**src/seq_timing_pkg.sv**
```systemverilog
// Package: op codes, word layout, timing constants and carriers
`default_nettype none
package seq_timing_pkg;
	localparam int unsigned CLK_MHZ = 250;
	localparam int unsigned TICK_NS = 1000;
	localparam int unsigned CLK_NS = 1000 / CLK_MHZ;
	localparam int unsigned TICK_CYCLES = TICK_NS / CLK_NS;
	localparam int TICK_W = 8;
	localparam logic [TICK_W-1:0] TICK_LAST = TICK_W'(TICK_CYCLES - 1);

	localparam logic [3:0] OP_HALT = 4'h7;
	localparam logic [3:0] OP_DELAY = 4'h8;
	localparam logic [3:0] OP_WAIT_FRAME = 4'h9;
	localparam logic [3:0] OP_CMP_FRAME = 4'hA;
	localparam logic [3:0] OP_CMP_MSG = 4'hB;
	localparam logic [4:0] FIXED_PATTERN = 5'h0A;

	localparam int OPC_LSB = 0;
	localparam int OPC_MSB = 3;
	localparam int COND_LSB = 10;
	localparam int COND_MSB = 14;
	localparam int FIX_LSB = 5;
	localparam int FIX_MSB = 9;
	localparam int COND_W = 5;
	localparam logic [15:0] ZERO16 = 16'h0000;
	localparam logic [15:0] ONE16 = 16'h0001;

	typedef struct packed {
		logic [15:0] op_word;
		logic [15:0] param;
	} instr_t;

	typedef struct packed {
		logic less_than_flag;
		logic equal_flag;
	} cmp_flags_t;
endpackage : seq_timing_pkg
`default_nettype wire

```
**src/us_tick_gen.sv**
```systemverilog
// One-microsecond tick from the controller clock
`default_nettype none
module us_tick_gen (
	input wire logic clk,
	input wire logic resetn,
	output logic tick
);
	logic [seq_timing_pkg::TICK_W-1:0] cnt_q;

	always_ff @(posedge clk or negedge resetn) begin
		if (!resetn) begin
			cnt_q <= '0;
			tick <= 1'b0;
		end else if (cnt_q == seq_timing_pkg::TICK_LAST) begin
			cnt_q <= '0;
			tick <= 1'b1;
		end else begin
			cnt_q <= cnt_q + 1'b1;
			tick <= 1'b0;
		end
	end
endmodule : us_tick_gen
`default_nettype wire

```
**src/bc_sequencer_timing_ops.sv**
```systemverilog
// Sequencer executing halt, delay, frame wait and timer compare instructions
`default_nettype none
module bc_sequencer_timing_ops (
	input wire logic clk,
	input wire logic resetn,
	input wire logic start,
	input wire logic [15:0] frame_time_load,
	output logic fetch_req,
	input wire logic fetch_valid,
	input wire seq_timing_pkg::instr_t fetch_instr,
	input wire logic [seq_timing_pkg::COND_W-1:0] cond_true,
	output logic running,
	output logic trapped,
	output logic less_than_flag,
	output logic equal_flag,
	output logic [15:0] frame_time,
	output logic [15:0] msg_time
);
	typedef enum logic [4:0] {
		S_IDLE = 5'b00001,
		S_FETCH = 5'b00010,
		S_DELAY = 5'b00100,
		S_WAIT_FRAME = 5'b01000,
		S_TRAP = 5'b10000
	} state_t;

	state_t state_q, state_d;
	logic tick;
	logic [2:0] start_sync_q;
	logic start_seen_q;
	logic start_pulse;
	logic [15:0] op_word;
	logic [15:0] param;
	logic [3:0] opc;
	logic cond_ok;
	logic word_ok;
	logic take;
	logic delay_load;

	// Unsigned 16-bit compare, both flags formed at once
	function automatic seq_timing_pkg::cmp_flags_t cmp16(
		input logic [15:0] p,
		input logic [15:0] cnt
	);
		seq_timing_pkg::cmp_flags_t r;
		r.less_than_flag = (p < cnt);
		r.equal_flag = (p == cnt);
		return r;
	endfunction : cmp16

	us_tick_gen u_tick (
		.clk(clk),
		.resetn(resetn),
		.tick(tick)
	);

	// Start may come from host-side logic outside this clock
	always_ff @(posedge clk or negedge resetn) begin
		if (!resetn) begin
			start_sync_q <= 3'h0;
			start_seen_q <= 1'b0;
		end else begin
			start_sync_q <= {start_sync_q[1:0], start};
			if (start_sync_q[2] == start_sync_q[1]) begin
				start_seen_q <= start_sync_q[1];
			end
		end
	end
	assign start_pulse = (start_sync_q[2] == start_sync_q[1]) &&
		start_sync_q[1] && !start_seen_q;

	assign op_word = fetch_instr.op_word;
	assign param = fetch_instr.param;
	assign opc = op_word[seq_timing_pkg::OPC_MSB:seq_timing_pkg::OPC_LSB];
	assign take = (state_q == S_FETCH) && fetch_valid;

	// Condition field selects one condition line; unknown selects fail
	always_comb begin
		cond_ok = 1'b0;
		if (op_word[seq_timing_pkg::COND_MSB:seq_timing_pkg::COND_LSB] <
			5'(seq_timing_pkg::COND_W)) begin
			cond_ok = cond_true[op_word[seq_timing_pkg::COND_MSB -
				2:seq_timing_pkg::COND_LSB]];
		end
	end

	always_comb begin
		word_ok = (^op_word) &&
			(op_word[seq_timing_pkg::FIX_MSB:seq_timing_pkg::FIX_LSB] ==
			seq_timing_pkg::FIXED_PATTERN) &&
			(op_word[seq_timing_pkg::FIX_LSB-1:seq_timing_pkg::OPC_MSB+1]
			== 1'b0) &&
			(opc inside {seq_timing_pkg::OP_HALT, seq_timing_pkg::OP_DELAY,
			seq_timing_pkg::OP_WAIT_FRAME, seq_timing_pkg::OP_CMP_FRAME,
			seq_timing_pkg::OP_CMP_MSG});
	end

	assign delay_load = take && word_ok && (opc == seq_timing_pkg::OP_DELAY)
		&& cond_ok && (param != seq_timing_pkg::ZERO16);

	always_comb begin
		state_d = state_q;
		unique case (state_q)
			S_IDLE: begin
				if (start_pulse) begin
					state_d = S_FETCH;
				end
			end
			S_FETCH: begin
				if (fetch_valid) begin
					if (!word_ok) begin
						state_d = S_TRAP;
					end else if (opc == seq_timing_pkg::OP_HALT && cond_ok) begin
						state_d = S_IDLE;
					end else if (delay_load) begin
						state_d = S_DELAY;
					end else if (opc == seq_timing_pkg::OP_WAIT_FRAME &&
						cond_ok && frame_time != seq_timing_pkg::ZERO16) begin
						state_d = S_WAIT_FRAME;
					end
					// False condition falls through to next fetch
				end
			end
			S_DELAY: begin
				if (tick && msg_time == seq_timing_pkg::ONE16) begin
					state_d = S_FETCH;
				end
			end
			S_WAIT_FRAME: begin
				if (frame_time == seq_timing_pkg::ZERO16) begin
					state_d = S_FETCH;
				end
			end
			S_TRAP: begin
				if (start_pulse) begin
					state_d = S_FETCH;
				end
			end
			default: begin
				state_d = S_TRAP;
			end
		endcase
	end

	always_ff @(posedge clk or negedge resetn) begin
		if (!resetn) begin
			state_q <= S_IDLE;
		end else begin
			state_q <= state_d;
		end
	end

	// Only the next-word request and status views of the state
	always_ff @(posedge clk or negedge resetn) begin
		if (!resetn) begin
			fetch_req <= 1'b0;
			running <= 1'b0;
			trapped <= 1'b0;
		end else begin
			fetch_req <= (state_d == S_FETCH);
			running <= (state_d != S_IDLE) && (state_d != S_TRAP);
			trapped <= (state_d == S_TRAP);
		end
	end

	// Delay reuses the message timer instead of a private counter
	always_ff @(posedge clk or negedge resetn) begin
		if (!resetn) begin
			msg_time <= seq_timing_pkg::ZERO16;
		end else if (delay_load) begin
			msg_time <= param;
		end else if (tick && msg_time != seq_timing_pkg::ZERO16) begin
			msg_time <= msg_time - seq_timing_pkg::ONE16;
		end
	end

	// Frame counter reloads on start, counts down per microsecond
	always_ff @(posedge clk or negedge resetn) begin
		if (!resetn) begin
			frame_time <= seq_timing_pkg::ZERO16;
		end else if (start_pulse) begin
			frame_time <= frame_time_load;
		end else if (tick && frame_time != seq_timing_pkg::ZERO16) begin
			frame_time <= frame_time - seq_timing_pkg::ONE16;
		end
	end

	// Compares ignore the condition field
	always_ff @(posedge clk or negedge resetn) begin
		if (!resetn) begin
			less_than_flag <= 1'b0;
			equal_flag <= 1'b0;
		end else if (take && word_ok) begin
			if (opc == seq_timing_pkg::OP_CMP_FRAME) begin
				{less_than_flag, equal_flag} <= cmp16(param, frame_time);
			end else if (opc == seq_timing_pkg::OP_CMP_MSG) begin
				{less_than_flag, equal_flag} <= cmp16(param, msg_time);
			end
		end
	end
endmodule : bc_sequencer_timing_ops
`default_nettype wire

```
**config.mk**
```make
export PLATFORM = sky130hd
export DESIGN_NAME = bc_sequencer_timing_ops
export DESIGN_NICKNAME = d
export VERILOG_FILES = /design/src/seq_timing_pkg.sv /design/src/us_tick_gen.sv /design/src/bc_sequencer_timing_ops.sv
export SDC_FILE = /design/constraint.sdc
export NUM_CORES = 1
export LEC_CHECK = 0
export ABC_AREA = 1
export BUFFER_PORTS_ARGS = -buffer_cell sky130_fd_sc_hd__buf_2
export CAP_MARGIN = 10
export CORE_ASPECT_RATIO = 0.9
export CORE_MARGIN = 2
export CORE_UTILIZATION = 56
export DETAILED_ROUTE_END_ITERATION = 8
export GPL_TIMING_DRIVEN = 0
export PLACE_DENSITY_LB_ADDON = 0.25
export SYNTH_ARGS = -nofsm -noshare
export SYNTH_HDL_FRONTEND = slang
export SYNTH_HIERARCHICAL = 1
export SYNTH_SLANG_ARGS = --single-unit
```
**constraint.sdc**
```tcl
create_clock -name clk -period 2.3 [get_ports clk]
set_input_delay 0.46 -clock clk [delete_from_list [all_inputs] [get_ports clk]]
set_output_delay 0.46 -clock clk [all_outputs]
set_load 0.1 [all_outputs]
```
# Word level (Yosys, flattened, before mapping)
# Index checks and enable logic that the tools add are counted.
# word_totals
ff_bits	55
input_bits	57
out_inout_bits	37
wordCells	91
# op_classes
add_sub_neg	3
order_cmp	4
n_eq_ne	20
n_mux	22
bitwise	1
reduce_logical	29
# ops
op	n
16-bit 2-to-1 mux	4
16-bit nonzero test	3
5-bit 2-to-1 mux	8
16-bit equality test	2
16-bit < comparator	2
16-bit by 1-bit subtractor with 16-bit output, second input constant	2
5-bit case mux with 4 select lines	1
1-bit logical AND	17
16-bit by 1-bit equality test with 1-bit output, second input constant	1
4-bit equality test, second input constant	4
16-bit zero test	1
16-bit XOR reduction	1
5-bit by 2-bit equality test with 1-bit output, second input constant	2
5-bit by 4-bit equality test with 1-bit output, second input constant	2
5-bit equality test, second input constant	2
8-bit by 1-bit adder with 8-bit output, second input constant	1
8-bit equality test, second input constant	1
8-bit 2-to-1 mux	1
1-bit 2-to-1 mux	7
2-bit nonzero test	3
5-bit by 1-bit equality test with 1-bit output, second input constant	1
5-bit by 3-bit equality test with 1-bit output, second input constant	1
5-bit by 3-bit < comparator with 1-bit output, second input constant	1
5-bit by 1-bit != test with 1-bit output, second input constant	1
other kinds (10)	10

# Logic depth before layout (Yosys ltp)
# logic_depth
word_depth	15
depth_mapped	15
mapped_depth_nobuf	15

# Modules after synthesis
# The synthesis kept the hierarchy.
# modules_own_cells
module	instances	cells_per_inst	area_per_inst_um2	seq_area_each_um2
bc_sequencer_timing_ops	1	620	4192.8	1152.4
us_tick_gen	1	51	447.9	225.2

# Least setup slack after synthesis
# Ideal clock, no wire load.
# synth_timing
kind	reg2reg
startpoint	register frame_time[0]
endpoint	register frame_time[12]
setup_ps	82
arrival_ps	2390
required_time_ps	2218
path_slack_ps	-172
path_stages_with_launch	13
path_buffers	1
period_less_slack_ps	2472
path_cell_list	dfrtp_1 > inv_1 > ha_1 > inv_1 > nor2_1 > nand2_1 > nor2_2 > nand2_1 > nand2_2 > nand2_2 > buf_2 > nor2_1 > a31oi_1
# synth_via
elab_chain_cells	3
elab_cells_between_ends	6
cone_classes	add/sub: 1; mux: 2; reduce/logical: 3
# synth_rtl
item	line_no	text
from (decl)	bc_sequencer_timing_ops.sv:16	output logic [15:0] frame_time,
from (signal assigned)	bc_sequencer_timing_ops.sv:180	frame_time <= seq_timing_pkg::ZERO16;
from (signal assigned)	bc_sequencer_timing_ops.sv:182	frame_time <= frame_time_load;
from (signal assigned)	bc_sequencer_timing_ops.sv:184	frame_time <= frame_time - seq_timing_pkg::ONE16;
16-bit by 1-bit subtractor with 16-bit output or 16-bit nonzero test (tied branches)	bc_sequencer_timing_ops.sv:184, bc_sequencer_timing_ops.sv:183	
16-bit 2-to-1 mux or 1-bit logical AND (tied branches)	bc_sequencer_timing_ops.sv:183	end else if (tick && frame_time != seq_timing_pkg::ZERO16) begin
16-bit 2-to-1 mux or 2-bit nonzero test (tied branches)	--	
# Parallel ways exist; a longest one is shown, timed or not. The select of a mux whose other input is x is not followed.
# A chain may end at the register's enable or synchronous reset.

# Worst setup path after layout
# layout_timing
startpoint	register msg_time[0]
endpoint	register msg_time[8]
# layout_via
elab_chain_cells	3
elab_cells_between_ends	6
cone_classes	add/sub: 1; mux: 2; reduce/logical: 3
# layout_rtl
item	line_no	text
from (decl)	bc_sequencer_timing_ops.sv:17	output logic [15:0] msg_time
from (signal assigned)	bc_sequencer_timing_ops.sv:169	msg_time <= seq_timing_pkg::ZERO16;
from (signal assigned)	bc_sequencer_timing_ops.sv:171	msg_time <= param;
from (signal assigned)	bc_sequencer_timing_ops.sv:173	msg_time <= msg_time - seq_timing_pkg::ONE16;
16-bit by 1-bit subtractor with 16-bit output or 16-bit nonzero test (tied branches)	bc_sequencer_timing_ops.sv:173, bc_sequencer_timing_ops.sv:172	
16-bit 2-to-1 mux or 1-bit logical AND (tied branches)	bc_sequencer_timing_ops.sv:172	end else if (tick && msg_time != seq_timing_pkg::ZERO16) begin
16-bit 2-to-1 mux or 2-bit nonzero test (tied branches)	--	
# Parallel ways exist; a longest one is shown, timed or not. The select of a mux whose other input is x is not followed.

==> key figures <==
Outcome
  – Run status: finished clean

Die
  – Die W: 100 µm
  – Die area: 9030 µm²
  – Initial core utilization: between 50 and 60%
  – Core box area: 8030 µm²
  – Std cell rows: 31
  – Die height: 90.4 µm
  – # IOs: 94

Final layout
  – Antenna cells: 0
  – Area occupied by multi-input gates: about 2800 µm²
  – Synth-to-layout area growth: 15.1%
  – Share of cells above drive strength 1: between 10% and 20%
  – Fillers: 674
  – FF/Latch Area: between 1000 and 1500 µm²
  – Nets: 872

Critical path
  – Max incr delay on CP: 0.48 ns
  – Worst Setup End Kind: flop
  – Critical Path RT: 2.50 ns
  – Worst setup SP type: flop
  – CP top delay family: simple AND/OR/NAND/NOR gates
  – Crit Path Class: reg -> reg
  – Worst-path maximum fanout: 10
  – Slowest CP cell: dfrtp_1
  – Cells along the critical path: inv_1, ha_1, nand2_1, nor2_1, nand2_1, nand2_2, inv_2, buf_2, nand3_1, nand3_1
  – Crit path DAT: 2.31 ns
  – Buf/Inv on CP: 3

Clock tree
  – CTS hold repair buffers: 0
  – CTS resizes: 0
  – H-tree depth: 2
  – Total CTS buffers: 5
  – Max clock buf depth: 2
  – Worst-skew pair later-pin latency: between 0.3 and 0.4 ns
  – CTS root buffer: clkbuf_8
  – Sinks on Clock Net: 55
  – Postcts setup bufs: 0
  – CTS tree: built
  – CTS clk-pin slew, worst paths: 0.11 ns

Placed design
  – GPL Wtd Cong: a little over 0.9
  – Count of input and output buffers: a little over 90
  – DP Wirelength: 9630 µm

Synth
  – Main synth FF type: dfrtp_1
  – Top-area cell type share of the netlist area: 29.1%
  – Distinct cells, synth: between 40 and 50
  – Synth cell count leaders: nand2_1, inv_1, nand3_1, nor2_1, dfrtp_1
  – Mapped cell area: roughly 4600 µm²
  – Top cells by area, synth: dfrtp_1, nand2_1, ha_1
  – Mapped Nets: slightly below 800
  – Number of synthesized flops with an enable pin: 0
  – Most common cell in the netlist: nand2_1
  – Seq/Total Area, Yosys: ~30%
  – Syn Area/Cell: roughly 6.9 µm²
  – #FFs+latches synth: 55
  – Synth Warn #: 6
  – Synth Instances: ~670
  – Asr flop ratio synth: 100%
  – Area leader, netlist: dfrtp_1

Route
  – DR vias: 4851
  – Initial DRT Pass Iterations: 5
  – Post-route ant nets: 0
  – DRT iter0 DRCs: approximately 320
  – Vias per inst: between 5 and 6
  – WL per Instance: approximately 14 µm
  – Final wirelength: 12200 µm
  – DRC viols: 0

Global route
  – Aggregate global-route resource usage: around 28%
  – First-pass GRT wire length: 20800 µm
  – GRT overflow: 0
  – Vias in the first global route: between 4000 and 5000
  – Largest net degree at the start of global routing: 56
  – Global routing usage on met1: 36.2%
  – M2 GR Usage: between 40 and 50%
  – Met3 track demand over resource: 3.56%
  – Antenna violations before repair: 0
  – GRT busiest layer: met2

Timing
  – Final Skew: 0.00497 ns
  – Final Hold Fails: 0
  – Setup TNS: 0 ns
  – Final Critical Period: 2.11 ns
  – Endpoints failing setup: 0
  – Fmax achieved: 475 MHz
  – Tcrit/Tclk final: roughly nine tenths
  – Max-slew headroom: 52.6%
  – Worst-Margin Slew: 0.711 ns
  – Final Max Tran Viols: 0
  – RSZ-0062 raised after global routing: false

Power
  – Maximum vdd ir drop: 0.000778 V
  – P per Cell Area: 703 nW/µm²
  – Leak: roughly 2.9 nW
  – Total power: 3.75 mW

Job
  – Max Cap Viol: 0

Min path
  – HP Class: in -> async
==> registers in the layout (all words and copies together) (netlist names) <==
register / cells
msg_time: 16
running: 1
trapped: 1
state_q: 5
u_tick/tick: 1
fetch_req: 1
u_tick/cnt_q: 8
equal_flag: 1
less_than_flag: 1
frame_time: 16
start_sync_q: 3
start_seen_q: 1
==> final cells by class <==
type,count,share of cell area (%)
Inverter,92,6.51
Multi-Input combinational cell,512,53.2
Clock inverter,3,0.468
Sequential cell,55,25.8
Clock buffer,5,1.29
Timing Repair Buffer,93,8.76
Tap cell,99,2.32
Buffer,12,1.57
==> power breakdown <==
group / total (mW) / switching [mW] / internal (mW)
clock: 0.566 / 0.347 / 0.219
sequential: 1.26 / 0.154 / 1.10
combinational: 1.93 / 1.50 / 0.427
==> kinds of logic after synthesis <==
family          count (synthesis)  share of synthesized area [%]
xor+xnor                       16                           3.02
mux                             1                          0.243
fa+ha+maj                      44                           11.9
simple gates                  374                           36.0
compound gates                 77                           9.90
buf+inv                       104                           9.25
flops                          55                           29.7
==> stage by stage <==
| stage | instance area (µm²) | setup WS [ns] | utilization, % | hold slack (ns) | cells |
|---|---|---|---|---|---|
| floorplan | 4640 | 0.0607 | - | 0.164 | 671 |
| global placement | 5230 | 0.132 | 65.2 | 0.334 | 863 |
| detailed placement | 5230 | 0.107 | 65.2 | 0.371 | 863 |
| CTS | 5330 | 0.0960 | 66.3 | 0.231 | 871 |
| global route | 5340 | 0.00136 | 66.5 | 0.226 | 871 |
| finish | 5340 | 0.195 | 66.5 | 0.181 | 871 |
==> cell usage in the layout, fill, tap and decap left out, drive strengths merged, types with 4 or more instances in the layout <==
cell    count
a21oi      27
a31oi       4
buf       102
clkbuf      8
dfrtp      54
ha         44
inv        92
nand2     182
nand3      83
nand4      13
nor2       78
nor3       11
nor4        5
o211ai     11
o21ai      27
xor2       15
==> worst reg2reg max path, delay by kind of cell (launching register included) <==
kind | cells | cell delay [ns]
DFF | 1 | 0.48
buffers and inverters | 3 | 0.42
adders and majority gates | 1 | 0.22
and+or+nand+nor | 6 | 0.88
==> per-layer routing <==
layer | vias up | share of wire [%]
met5 | - | 0
met4 | 0 | 1.7
met3 | 22 | 6.4
met2 | 181 | 49
met1 | 2250 | 43
li1 | 2398 | -
==> worst paths after layout <==
path                                                  end                      start  slack (ns)  depth (start not counted)
worst max-delay path              msg_time[8]$_DFFE_PN0P_    msg_time[0]$_DFFE_PN0P_        0.19                         10
worst min-delay path             msg_time[13]$_DFFE_PN0P_                     resetn        0.18                          1
worst max register to register    msg_time[8]$_DFFE_PN0P_    msg_time[0]$_DFFE_PN0P_        0.19                         10
worst min register to register  start_sync_q[1]$_DFF_PN0_  start_sync_q[0]$_DFF_PN0_        0.40                          0
max in group asynchronous       frame_time[0]$_DFFE_PN0P_                     resetn        1.60                          1
min in group clk                start_sync_q[0]$_DFF_PN0_                      start        0.25                          1
Note: power is estimated with default switching activity, not from simulation.
